`config.mk`:
```
export PLATFORM = sky130hd
export DESIGN_NAME = pwi_wake_irq
export DESIGN_NICKNAME = d
export VERILOG_FILES = /design/src/pwi_pkg.sv /design/src/pwi_wake_irq.sv /design/src/pwi_mac_match.sv
export VERILOG_INCLUDE_DIRS = /design/src
export SDC_FILE = /design/constraint.sdc
export NUM_CORES = 1
export LEC_CHECK = 0
export ABC_AREA = 1
export BUFFER_PORTS_ARGS = -buffer_cell sky130_fd_sc_hd__buf_2
export CAP_MARGIN = 10
export CORE_AREA = 2 2 182 184
export CTS_BUF_LIST = sky130_fd_sc_hd__clkbuf_8
export CTS_CLUSTER_SIZE = 10
export DETAILED_ROUTE_END_ITERATION = 8
export DIE_AREA = 0 0 184 186
export PLACE_DENSITY = 0.51
export REMOVE_ABC_BUFFERS = 1
export SYNTH_ARGS = -nofsm -noshare
export SYNTH_HDL_FRONTEND = slang
export SYNTH_SLANG_ARGS = --single-unit
export TNS_END_PERCENT = 100
```
`constraint.sdc`:
```
create_clock -name clock_i -period 2.3 [get_ports clock_i]
set_clock_uncertainty 0.2 [all_clocks]
set_input_delay 0.46 -clock clock_i [delete_from_list [all_inputs] [get_ports clock_i]]
set_output_delay 0.46 -clock clock_i [all_outputs]
set_load 0.02 [all_outputs]
```
`src/pwi_defines.svh`:
```
// Constants for the port wake and interrupt summary block.
// Assumes inclusion by bare name from every file that needs them.
`ifndef PWI_DEFINES_SVH
`define PWI_DEFINES_SVH

// Bus widths
`define PWI_ADDR_W        16
`define PWI_DATA_W        8
`define PWI_MAC_W         48

// Address layout: port number in the top nibble, offset below
`define PWI_PORT_HI       15
`define PWI_PORT_LO       12
`define PWI_OFS_HI        11
`define PWI_OFS_LO        0

// Register offsets inside a port page
`define PWI_OFS_WAKE_EVT  12'h013
`define PWI_OFS_WAKE_EN   12'h017
`define PWI_OFS_IRQ_STAT  12'h01B
`define PWI_OFS_IRQ_MASK  12'h01F

// Reset values
`define PWI_RST_BYTE      8'h00
`define PWI_RST_MAC       48'h0000_0000_0000

// Wake event and wake enable fields
`define PWI_WAKE_MAGIC    2
`define PWI_WAKE_LINK     1
`define PWI_WAKE_ENERGY   0

// Interrupt status and mask fields
`define PWI_IRQ_SGMII     3
`define PWI_IRQ_PTP       2
`define PWI_IRQ_PHY       1
`define PWI_IRQ_ACL       0

// Port numbering defaults
`define PWI_NUM_PORTS     7
`define PWI_PHY_PORTS     7'h1F
`define PWI_SGMII_PORT    7
`define PWI_MAX_PORTS     15

`endif

```
`src/pwi_pkg.sv`:
```
// Types shared by the port wake and interrupt summary block.
// Assumes pwi_defines.svh is on the include path.
`include "pwi_defines.svh"

package pwi_pkg;

    // One register bus request
    typedef struct packed {
        logic [`PWI_ADDR_W-1:0] addr;
        logic [`PWI_DATA_W-1:0] wdata;
        logic                   wr;
        logic                   rd;
    } pwi_bus_s;

    // Everything one port reports to this block
    typedef struct packed {
        logic                  frame_valid;   // Pulse: destination address valid
        logic [`PWI_MAC_W-1:0] dest_addr;
        logic                  link_up;       // Pulse
        logic                  energy;        // Pulse
        logic                  sgmii_an_done; // Pulse
        logic                  ptp_irq;       // Level summary
        logic                  phy_irq;       // Level summary
        logic                  acl_irq;       // Pulse
    } pwi_port_in_s;

    typedef logic [`PWI_DATA_W-1:0] pwi_byte_t;

endpackage

```
`src/pwi_wake_irq.sv`:
```
// Per-port wake enables, wake flags and interrupt summary for the switch ports.
// Assumes a single core clock, synchronous inputs and a plain register port.
// Notes on behaviour
// - Magic packet asserts power event when enabled
// - Magic packet needs destination equal switch address
// - Link up asserts power event when enabled
// - Energy detect asserts power event when enabled
// - Link and energy wake only on PHY ports
// - SGMII autoneg done status bit3, port 7
// - PTP summary in bit2, PHY ports only
// - PHY summary in bit1, PHY ports only
// - ACL counter interrupt sets status bit0
// - ACL flag clears only on mask toggle
// - Mask bits active low, reset enabled
// - Status gated by mask forms interrupt
// - SGMII mask bit3 only on port 7
// - ACL status and mask on every port
// - PTP and PHY bits zero on MAC ports
// - Wake detections latched, cleared by writing one
`timescale 1ns/1ns
`include "pwi_defines.svh"

module pwi_wake_irq #(
    parameter int                       NUM_PORTS  = `PWI_NUM_PORTS,
    parameter logic [NUM_PORTS-1:0]     PHY_PORTS  = `PWI_PHY_PORTS,
    parameter int                       SGMII_PORT = `PWI_SGMII_PORT
) (
    input  wire logic                                  clock_i,
    input  wire logic                                  rst_i,
    input  wire pwi_pkg::pwi_bus_s                     bus_i,
    output pwi_pkg::pwi_byte_t                         rdata_o,
    input  wire logic [`PWI_MAC_W-1:0]                 switch_mac_i,
    input  wire pwi_pkg::pwi_port_in_s [NUM_PORTS-1:0] port_i,
    output logic                                       power_event_output_o,
    output logic                                       irq_o
);

    import pwi_pkg::*;

    ////////////////////////////////////////////////////////////////////////////
    // Elaboration checks

    // Port number must fit the address nibble; SGMII port must exist
    if (NUM_PORTS < 1 || NUM_PORTS > `PWI_MAX_PORTS) begin : g_bad_ports
        $error("pwi_wake_irq: NUM_PORTS out of range");
    end
    if (SGMII_PORT < 1 || SGMII_PORT > NUM_PORTS) begin : g_bad_sgmii
        $error("pwi_wake_irq: SGMII_PORT out of range");
    end

    ////////////////////////////////////////////////////////////////////////////
    // Helper functions

    // True when the address falls in the page of port index idx
    function automatic logic port_hit(input logic [`PWI_ADDR_W-1:0] addr,
                                      input int idx);
        port_hit = (addr[`PWI_PORT_HI:`PWI_PORT_LO] ==
                    4'(idx + 1));
    endfunction

    // Offset part of an address
    function automatic logic [`PWI_OFS_HI:0] ofs_of(
        input logic [`PWI_ADDR_W-1:0] addr);
        ofs_of = addr[`PWI_OFS_HI:`PWI_OFS_LO];
    endfunction

    // Wake bits that exist on a port; the rest read zero and ignore writes
    function automatic pwi_byte_t wake_bits(input int idx);
        pwi_byte_t b;
        b = `PWI_RST_BYTE;
        b[`PWI_WAKE_MAGIC] = 1'b1;
        b[`PWI_WAKE_LINK] = PHY_PORTS[idx];
        b[`PWI_WAKE_ENERGY] = PHY_PORTS[idx];
        wake_bits = b;
    endfunction

    // Interrupt bits that exist on a port, same layout in status and mask
    function automatic pwi_byte_t irq_bits(input int idx);
        pwi_byte_t b;
        b = `PWI_RST_BYTE;
        b[`PWI_IRQ_ACL] = 1'b1;
        b[`PWI_IRQ_PHY] = PHY_PORTS[idx];
        b[`PWI_IRQ_PTP] = PHY_PORTS[idx];
        b[`PWI_IRQ_SGMII] = ((idx + 1) == SGMII_PORT);
        irq_bits = b;
    endfunction

    ////////////////////////////////////////////////////////////////////////////
    // Storage

    pwi_byte_t              wake_evt_reg  [NUM_PORTS];
    pwi_byte_t              wake_en_reg   [NUM_PORTS];
    pwi_byte_t              irq_stat_reg  [NUM_PORTS];
    pwi_byte_t              irq_mask_reg  [NUM_PORTS];
    pwi_byte_t              rdata_reg;
    pwi_byte_t              rdata_next;
    logic                   power_event_reg;
    logic                   power_event_next;
    logic                   irq_reg;
    logic                   irq_next;
    logic [NUM_PORTS-1:0]   magic_hit;
    logic [NUM_PORTS-1:0]   wr_evt;
    logic [NUM_PORTS-1:0]   wr_en;
    logic [NUM_PORTS-1:0]   wr_stat;
    logic [NUM_PORTS-1:0]   wr_mask;

    ////////////////////////////////////////////////////////////////////////////
    // Magic packet detection, one comparator per port

    for (genvar p = 0; p < NUM_PORTS; p++) begin : g_match
        pwi_mac_match u_match (
            .clock_i       (clock_i),
            .rst_i         (rst_i),
            .frame_valid_i (port_i[p].frame_valid),
            .dest_addr_i   (port_i[p].dest_addr),
            .switch_mac_i  (switch_mac_i),
            .match_o       (magic_hit[p])
        );
    end

    ////////////////////////////////////////////////////////////////////////////
    // Write decode

    // One strobe per register and port; unmapped writes fall through
    always_comb begin
        for (int p = 0; p < NUM_PORTS; p++) begin
            wr_evt[p]  = bus_i.wr && port_hit(bus_i.addr, p) &&
                         (ofs_of(bus_i.addr) == `PWI_OFS_WAKE_EVT);
            wr_en[p]   = bus_i.wr && port_hit(bus_i.addr, p) &&
                         (ofs_of(bus_i.addr) == `PWI_OFS_WAKE_EN);
            wr_stat[p] = bus_i.wr && port_hit(bus_i.addr, p) &&
                         (ofs_of(bus_i.addr) == `PWI_OFS_IRQ_STAT);
            wr_mask[p] = bus_i.wr && port_hit(bus_i.addr, p) &&
                         (ofs_of(bus_i.addr) == `PWI_OFS_IRQ_MASK);
        end
    end

    ////////////////////////////////////////////////////////////////////////////
    // Wake enable registers

    // Only existing bits store; MAC ports keep link and energy at zero
    always_ff @(posedge clock_i) begin
        for (int p = 0; p < NUM_PORTS; p++) begin
            if (rst_i) begin
                wake_en_reg[p] <= `PWI_RST_BYTE;
            end else if (wr_en[p]) begin
                wake_en_reg[p] <= bus_i.wdata & wake_bits(p);
            end
        end
    end

    ////////////////////////////////////////////////////////////////////////////
    // Wake event flags

    // Sticky flags, write one to clear; a new detection beats the clear
    always_ff @(posedge clock_i) begin
        for (int p = 0; p < NUM_PORTS; p++) begin
            if (rst_i) begin
                wake_evt_reg[p] <= `PWI_RST_BYTE;
            end else begin
                wake_evt_reg[p] <= ((wake_evt_reg[p] &
                                     ~(wr_evt[p] ? bus_i.wdata : `PWI_RST_BYTE)) |
                                    {5'h00,
                                     magic_hit[p],
                                     port_i[p].link_up,
                                     port_i[p].energy}) &
                                   wake_bits(p);
            end
        end
    end

    ////////////////////////////////////////////////////////////////////////////
    // Interrupt mask registers

    // Zero enables a source, so the reset value leaves all sources live
    always_ff @(posedge clock_i) begin
        for (int p = 0; p < NUM_PORTS; p++) begin
            if (rst_i) begin
                irq_mask_reg[p] <= `PWI_RST_BYTE;
            end else if (wr_mask[p]) begin
                irq_mask_reg[p] <= bus_i.wdata & irq_bits(p);
            end
        end
    end

    ////////////////////////////////////////////////////////////////////////////
    // Interrupt status registers

    // ACL and SGMII bits are sticky; PTP and PHY follow their summaries.
    // Reads never clear anything, so polling software cannot lose an event.
    always_ff @(posedge clock_i) begin
        for (int p = 0; p < NUM_PORTS; p++) begin
            if (rst_i) begin
                irq_stat_reg[p] <= `PWI_RST_BYTE;
            end else begin
                // ACL clears on a change of its mask bit; a set wins
                if (port_i[p].acl_irq) begin
                    irq_stat_reg[p][`PWI_IRQ_ACL] <= 1'b1;
                end else if (wr_mask[p] &&
                             (bus_i.wdata[`PWI_IRQ_ACL] !=
                              irq_mask_reg[p][`PWI_IRQ_ACL])) begin
                    irq_stat_reg[p][`PWI_IRQ_ACL] <= 1'b0;
                end
                // Level summaries, forced to zero on MAC ports
                irq_stat_reg[p][`PWI_IRQ_PHY] <= port_i[p].phy_irq &&
                                                 PHY_PORTS[p];
                irq_stat_reg[p][`PWI_IRQ_PTP] <= port_i[p].ptp_irq &&
                                                 PHY_PORTS[p];
                // Autoneg done: sticky, write one to clear, set wins
                if (port_i[p].sgmii_an_done && ((p + 1) == SGMII_PORT)) begin
                    irq_stat_reg[p][`PWI_IRQ_SGMII] <= 1'b1;
                end else if (wr_stat[p] && bus_i.wdata[`PWI_IRQ_SGMII]) begin
                    irq_stat_reg[p][`PWI_IRQ_SGMII] <= 1'b0;
                end
                // Reserved bits stay zero
                irq_stat_reg[p][`PWI_DATA_W-1:`PWI_IRQ_SGMII+1] <= 4'h0;
            end
        end
    end

    ////////////////////////////////////////////////////////////////////////////
    // Output summaries

    // Registered so the pins never glitch while flags settle
    always_comb begin
        power_event_next = 1'b0;
        irq_next = 1'b0;
        for (int p = 0; p < NUM_PORTS; p++) begin
            if (|(wake_evt_reg[p] & wake_en_reg[p])) begin
                power_event_next = 1'b1;
            end
            if (|(irq_stat_reg[p] & ~irq_mask_reg[p] & irq_bits(p))) begin
                irq_next = 1'b1;
            end
        end
    end

    always_ff @(posedge clock_i) begin
        if (rst_i) begin
            power_event_reg <= 1'b0;
            irq_reg <= 1'b0;
        end else begin
            power_event_reg <= power_event_next;
            irq_reg <= irq_next;
        end
    end

    assign power_event_output_o = power_event_reg;
    assign irq_o = irq_reg;

    ////////////////////////////////////////////////////////////////////////////
    // Read path

    // Unmapped addresses read zero; data stand one cycle after the strobe
    always_comb begin
        rdata_next = `PWI_RST_BYTE;
        for (int p = 0; p < NUM_PORTS; p++) begin
            if (port_hit(bus_i.addr, p)) begin
                unique case (ofs_of(bus_i.addr))
                    `PWI_OFS_WAKE_EVT: begin
                        rdata_next = wake_evt_reg[p];
                    end
                    `PWI_OFS_WAKE_EN: begin
                        rdata_next = wake_en_reg[p];
                    end
                    `PWI_OFS_IRQ_STAT: begin
                        rdata_next = irq_stat_reg[p];
                    end
                    `PWI_OFS_IRQ_MASK: begin
                        rdata_next = irq_mask_reg[p];
                    end
                    default: begin
                        rdata_next = `PWI_RST_BYTE;
                    end
                endcase
            end
        end
    end

    // Data held only in the cycle after a read strobe
    always_ff @(posedge clock_i) begin
        if (rst_i) begin
            rdata_reg <= `PWI_RST_BYTE;
        end else if (bus_i.rd) begin
            rdata_reg <= rdata_next;
        end else begin
            rdata_reg <= `PWI_RST_BYTE;
        end
    end

    assign rdata_o = rdata_reg;

endmodule // pwi_wake_irq

```
`src/pwi_mac_match.sv`:
```
// Destination address comparator for magic packet detection.
// Assumes frame_valid_i is a one-cycle pulse beside a stable address.
`timescale 1ns/1ns
`include "pwi_defines.svh"

module pwi_mac_match (
    input  wire logic                  clock_i,
    input  wire logic                  rst_i,
    input  wire logic                  frame_valid_i,
    input  wire logic [`PWI_MAC_W-1:0] dest_addr_i,
    input  wire logic [`PWI_MAC_W-1:0] switch_mac_i,
    output logic                       match_o
);

    logic match_reg;

    // Registered compare keeps the wide equality off the flag path
    always_ff @(posedge clock_i) begin
        if (rst_i) begin
            match_reg <= 1'b0;
        end else begin
            match_reg <= frame_valid_i && (dest_addr_i == switch_mac_i);
        end
    end

    assign match_o = match_reg;

endmodule // pwi_mac_match

```
==> impl_metrics.tcl <==
set metrics [dict create \
    gp_congestion 1.039 \
    numCtsBuffers 9 \
    hold_violations 0 \
    ys_warn_count 0 \
    yosys-top-cells-area "edfxtp_1, nand2_1, dfxtp_1" \
    yosys.area_share.simple_pct 30.03 \
    crit_buf_inv 4 \
    yosysUniqueCellTypes 52 \
    grt_usage_pct 31.93 \
    clk_latency_ns 0.39 \
    final_common_cell "buf_2" \
    setup_viol 0 \
    cts_tree "done" \
    num_rows 66 \
    start_util_pct 25.85 \
    cts-root-buf "clkbuf_8" \
    crit_path_start_kind "primary input" \
    fp.dieH_um 186 \
    relSlewSlack_pct 56.78 \
    synth_compound_area_share_pct 25.79 \
    design.core.area_um2 32210 \
    p_leak_nw 5.799 \
    dieArea_um2 34220 \
    setup_ws_ns 0.2670 \
    synth_top_cell_area_share_pct 15.51 \
    pre_cts_slack_ns -0.1103 \
    max_clock_freq_ghz 0.4919 \
    worstPathMaxFanout 5 \
    crit_required_ns 2.19 \
    drc_errors 0 \
    pin_count 471 \
    power_mw 4.615 \
    path_class "primary input to flop" \
    ant_nets 0 \
    ctsLongestPathBuffers 2 \
    grt_pass1_vias 11768 \
    power.density_nw_per_um2 379.1 \
    run_status "completed" \
    maxCapViolations 0 \
    io_buffer_count 448 \
    crit_family "simple AND/OR/NAND/NOR gates" \
    fin_crit_sh_pct 88.39 \
    syn2layout_area_growth_pct 46.23 \
    dp_hpwl_um 48590 \
    synth_cells 1282 \
    cpMaxStageDelayCell "nor2_1" \
    worst_pin_slew_ns 0.6320 \
    worstPathCellList "buf_2 -> nor2_1 -> inv_1 -> buf_4 -> nor3_1 -> inv_1 -> nor2_1 -> nand2_1 -> o211ai_1" \
    die_w_um 184 \
    via_per_inst 5.368 \
    async_flop_share_pct 0 \
    endpoint_kind "flop" \
    grt_max_degree 39 \
    clkSlewWorstSetupHoldPaths_ns 0.10 \
    cp.arrival_ns 1.92 \
    drive_gt1_share_pct 34.72 \
    final_cell_mix "buf_2, nand2_1, inv_1" \
    cts-resized-gates 0 \
    synth_top_family_by_area "simple AND/OR/NAND/NOR gates" \
    synth_area_um2 8324 \
    antenna_found_initial 8 \
    vias 12018 \
    grt.overflow.total 0 \
    synth_flop_cell "edfxtp_1" \
    first_pass_iters 5 \
    grt_first_pass_wirelength_um 77410 \
    ys_ff_latch 83 \
    initialDrtViolationCount 1142 \
    period_needed_ns 2.033 \
    cts_hold_buf 0 \
    yosys.area.top_type "edfxtp_1" \
    wl_per_cell_um 25.04 \
    rsz0062_at_grt "false" \
    htreeDepth 3 \
    yosys.area_share.xor_xnor_pct 8.207 \
    synth-edff-count 43 \
    finalNetCount 2279 \
    ys_seq_area_share_pct 25.13 \
    synthesis.area_per_instance_um2 6.493 \
    wl_um 56070 \
    drv_slew 0 \
    synth_fa_ha_area_share_pct 0 \
    cts.sinks 83 \
    worstHoldPathType "primary input to flop" \
    synth_mux_area_share_pct 0 \
    vdd_ir_drop_max_v 0.0002156 \
    slowest_delay_ns 0.25 \
    post_cts_buffers 0 \
]
-- cell type report --
cell class	count	area [um2]
Multi-Input combinational cell	980	5345
Clock inverter	7	100.1
Sequential cell	83	2092
Clock buffer	9	123.9
Tap cell	408	510.5
Fill cell	3595	20030
Inverter	172	645.6
Antenna cell	8	20.02
Timing Repair Buffer	572	3336
-- stage by stage --
stage,std cells,setup TNS [ns],instance area [um2],util [%],hold WS [ns]
2_1_floorplan,1235,0,8083,-,0.2093
3_3_place_gp,2215,-0.3148,11930,37.04,0.2226
3_5_place_dp,2215,-0.2505,11930,37.04,0.2241
4_1_cts,2231,0,12150,37.74,0.05634
5_1_grt,2235,0,12160,37.77,0.06217
6_report,2239,0,12170,37.80,0.06882
-- cell usage after synthesis, types with 6 or more instances --
| master | count |
|---|---|
| o211ai_1 | 8 |
| dfxtp_1 | 40 |
| nand4_1 | 31 |
| nor4_1 | 38 |
| a211oi_1 | 10 |
| nand3_1 | 51 |
| a21oi_1 | 28 |
| a221oi_1 | 30 |
| buf_4 | 6 |
| edfxtp_1 | 43 |
| nor2_1 | 126 |
| xnor2_1 | 56 |
| or2_2 | 23 |
| o2111ai_1 | 8 |
| inv_1 | 158 |
| nor3_1 | 11 |
| o22ai_1 | 64 |
| inv_2 | 10 |
| a22o_1 | 25 |
| o21ai_0 | 138 |
| xor2_1 | 22 |
| clkbuf_1 | 13 |
| nand2_1 | 257 |
| buf_2 | 27 |
-- power breakdown --
part	switching [mW]	internal [mW]	leakage, nW
logic	1.01	0.730	4.94
registers	0.0434	1.62	0.746
clock network	0.588	0.619	0.110
total	1.64	2.97	5.80
-- kinds of logic after synthesis --
kind of cell	Yosys count
DFF	83
and+or+nand+nor	561
xor gates and xnor gates	78
other	1
buffers and inverters	222
AOI/OAI and AO/OA	337
-- worst min-delay path: cells and delay by family --
family | cells | cell delay, ns
AND/OR/NAND/NOR | 1 | 0.03
buffers and inverters | 2 | 0.14
-- per-layer routing --
layer / vias up / GRT usage, % / share of wire (%)
met3: 131 / 4.520 / 6.7
li1: 5552 / - / -
met4: 0 / 16.54 / 5.6
met5: - / 0 / 0
met1: 5677 / 37.21 / 38
met2: 658 / 56.92 / 49
-- final timing paths --
path,from,to,slack [ns],cells after the start
setup reg to reg,irq_mask_reg[2][0],rdata_o[0],0.65,8
setup / recovery,bus_i[25],irq_stat_reg[3][0],0.27,9
hold reg to reg,g_match[0].u_match.match_o,wake_evt_reg[0][2],0.24,2
hold / removal,port_i[2],irq_stat_reg[0][2],0.07,3
Note: power is estimated with default switching activity, not from simulation.
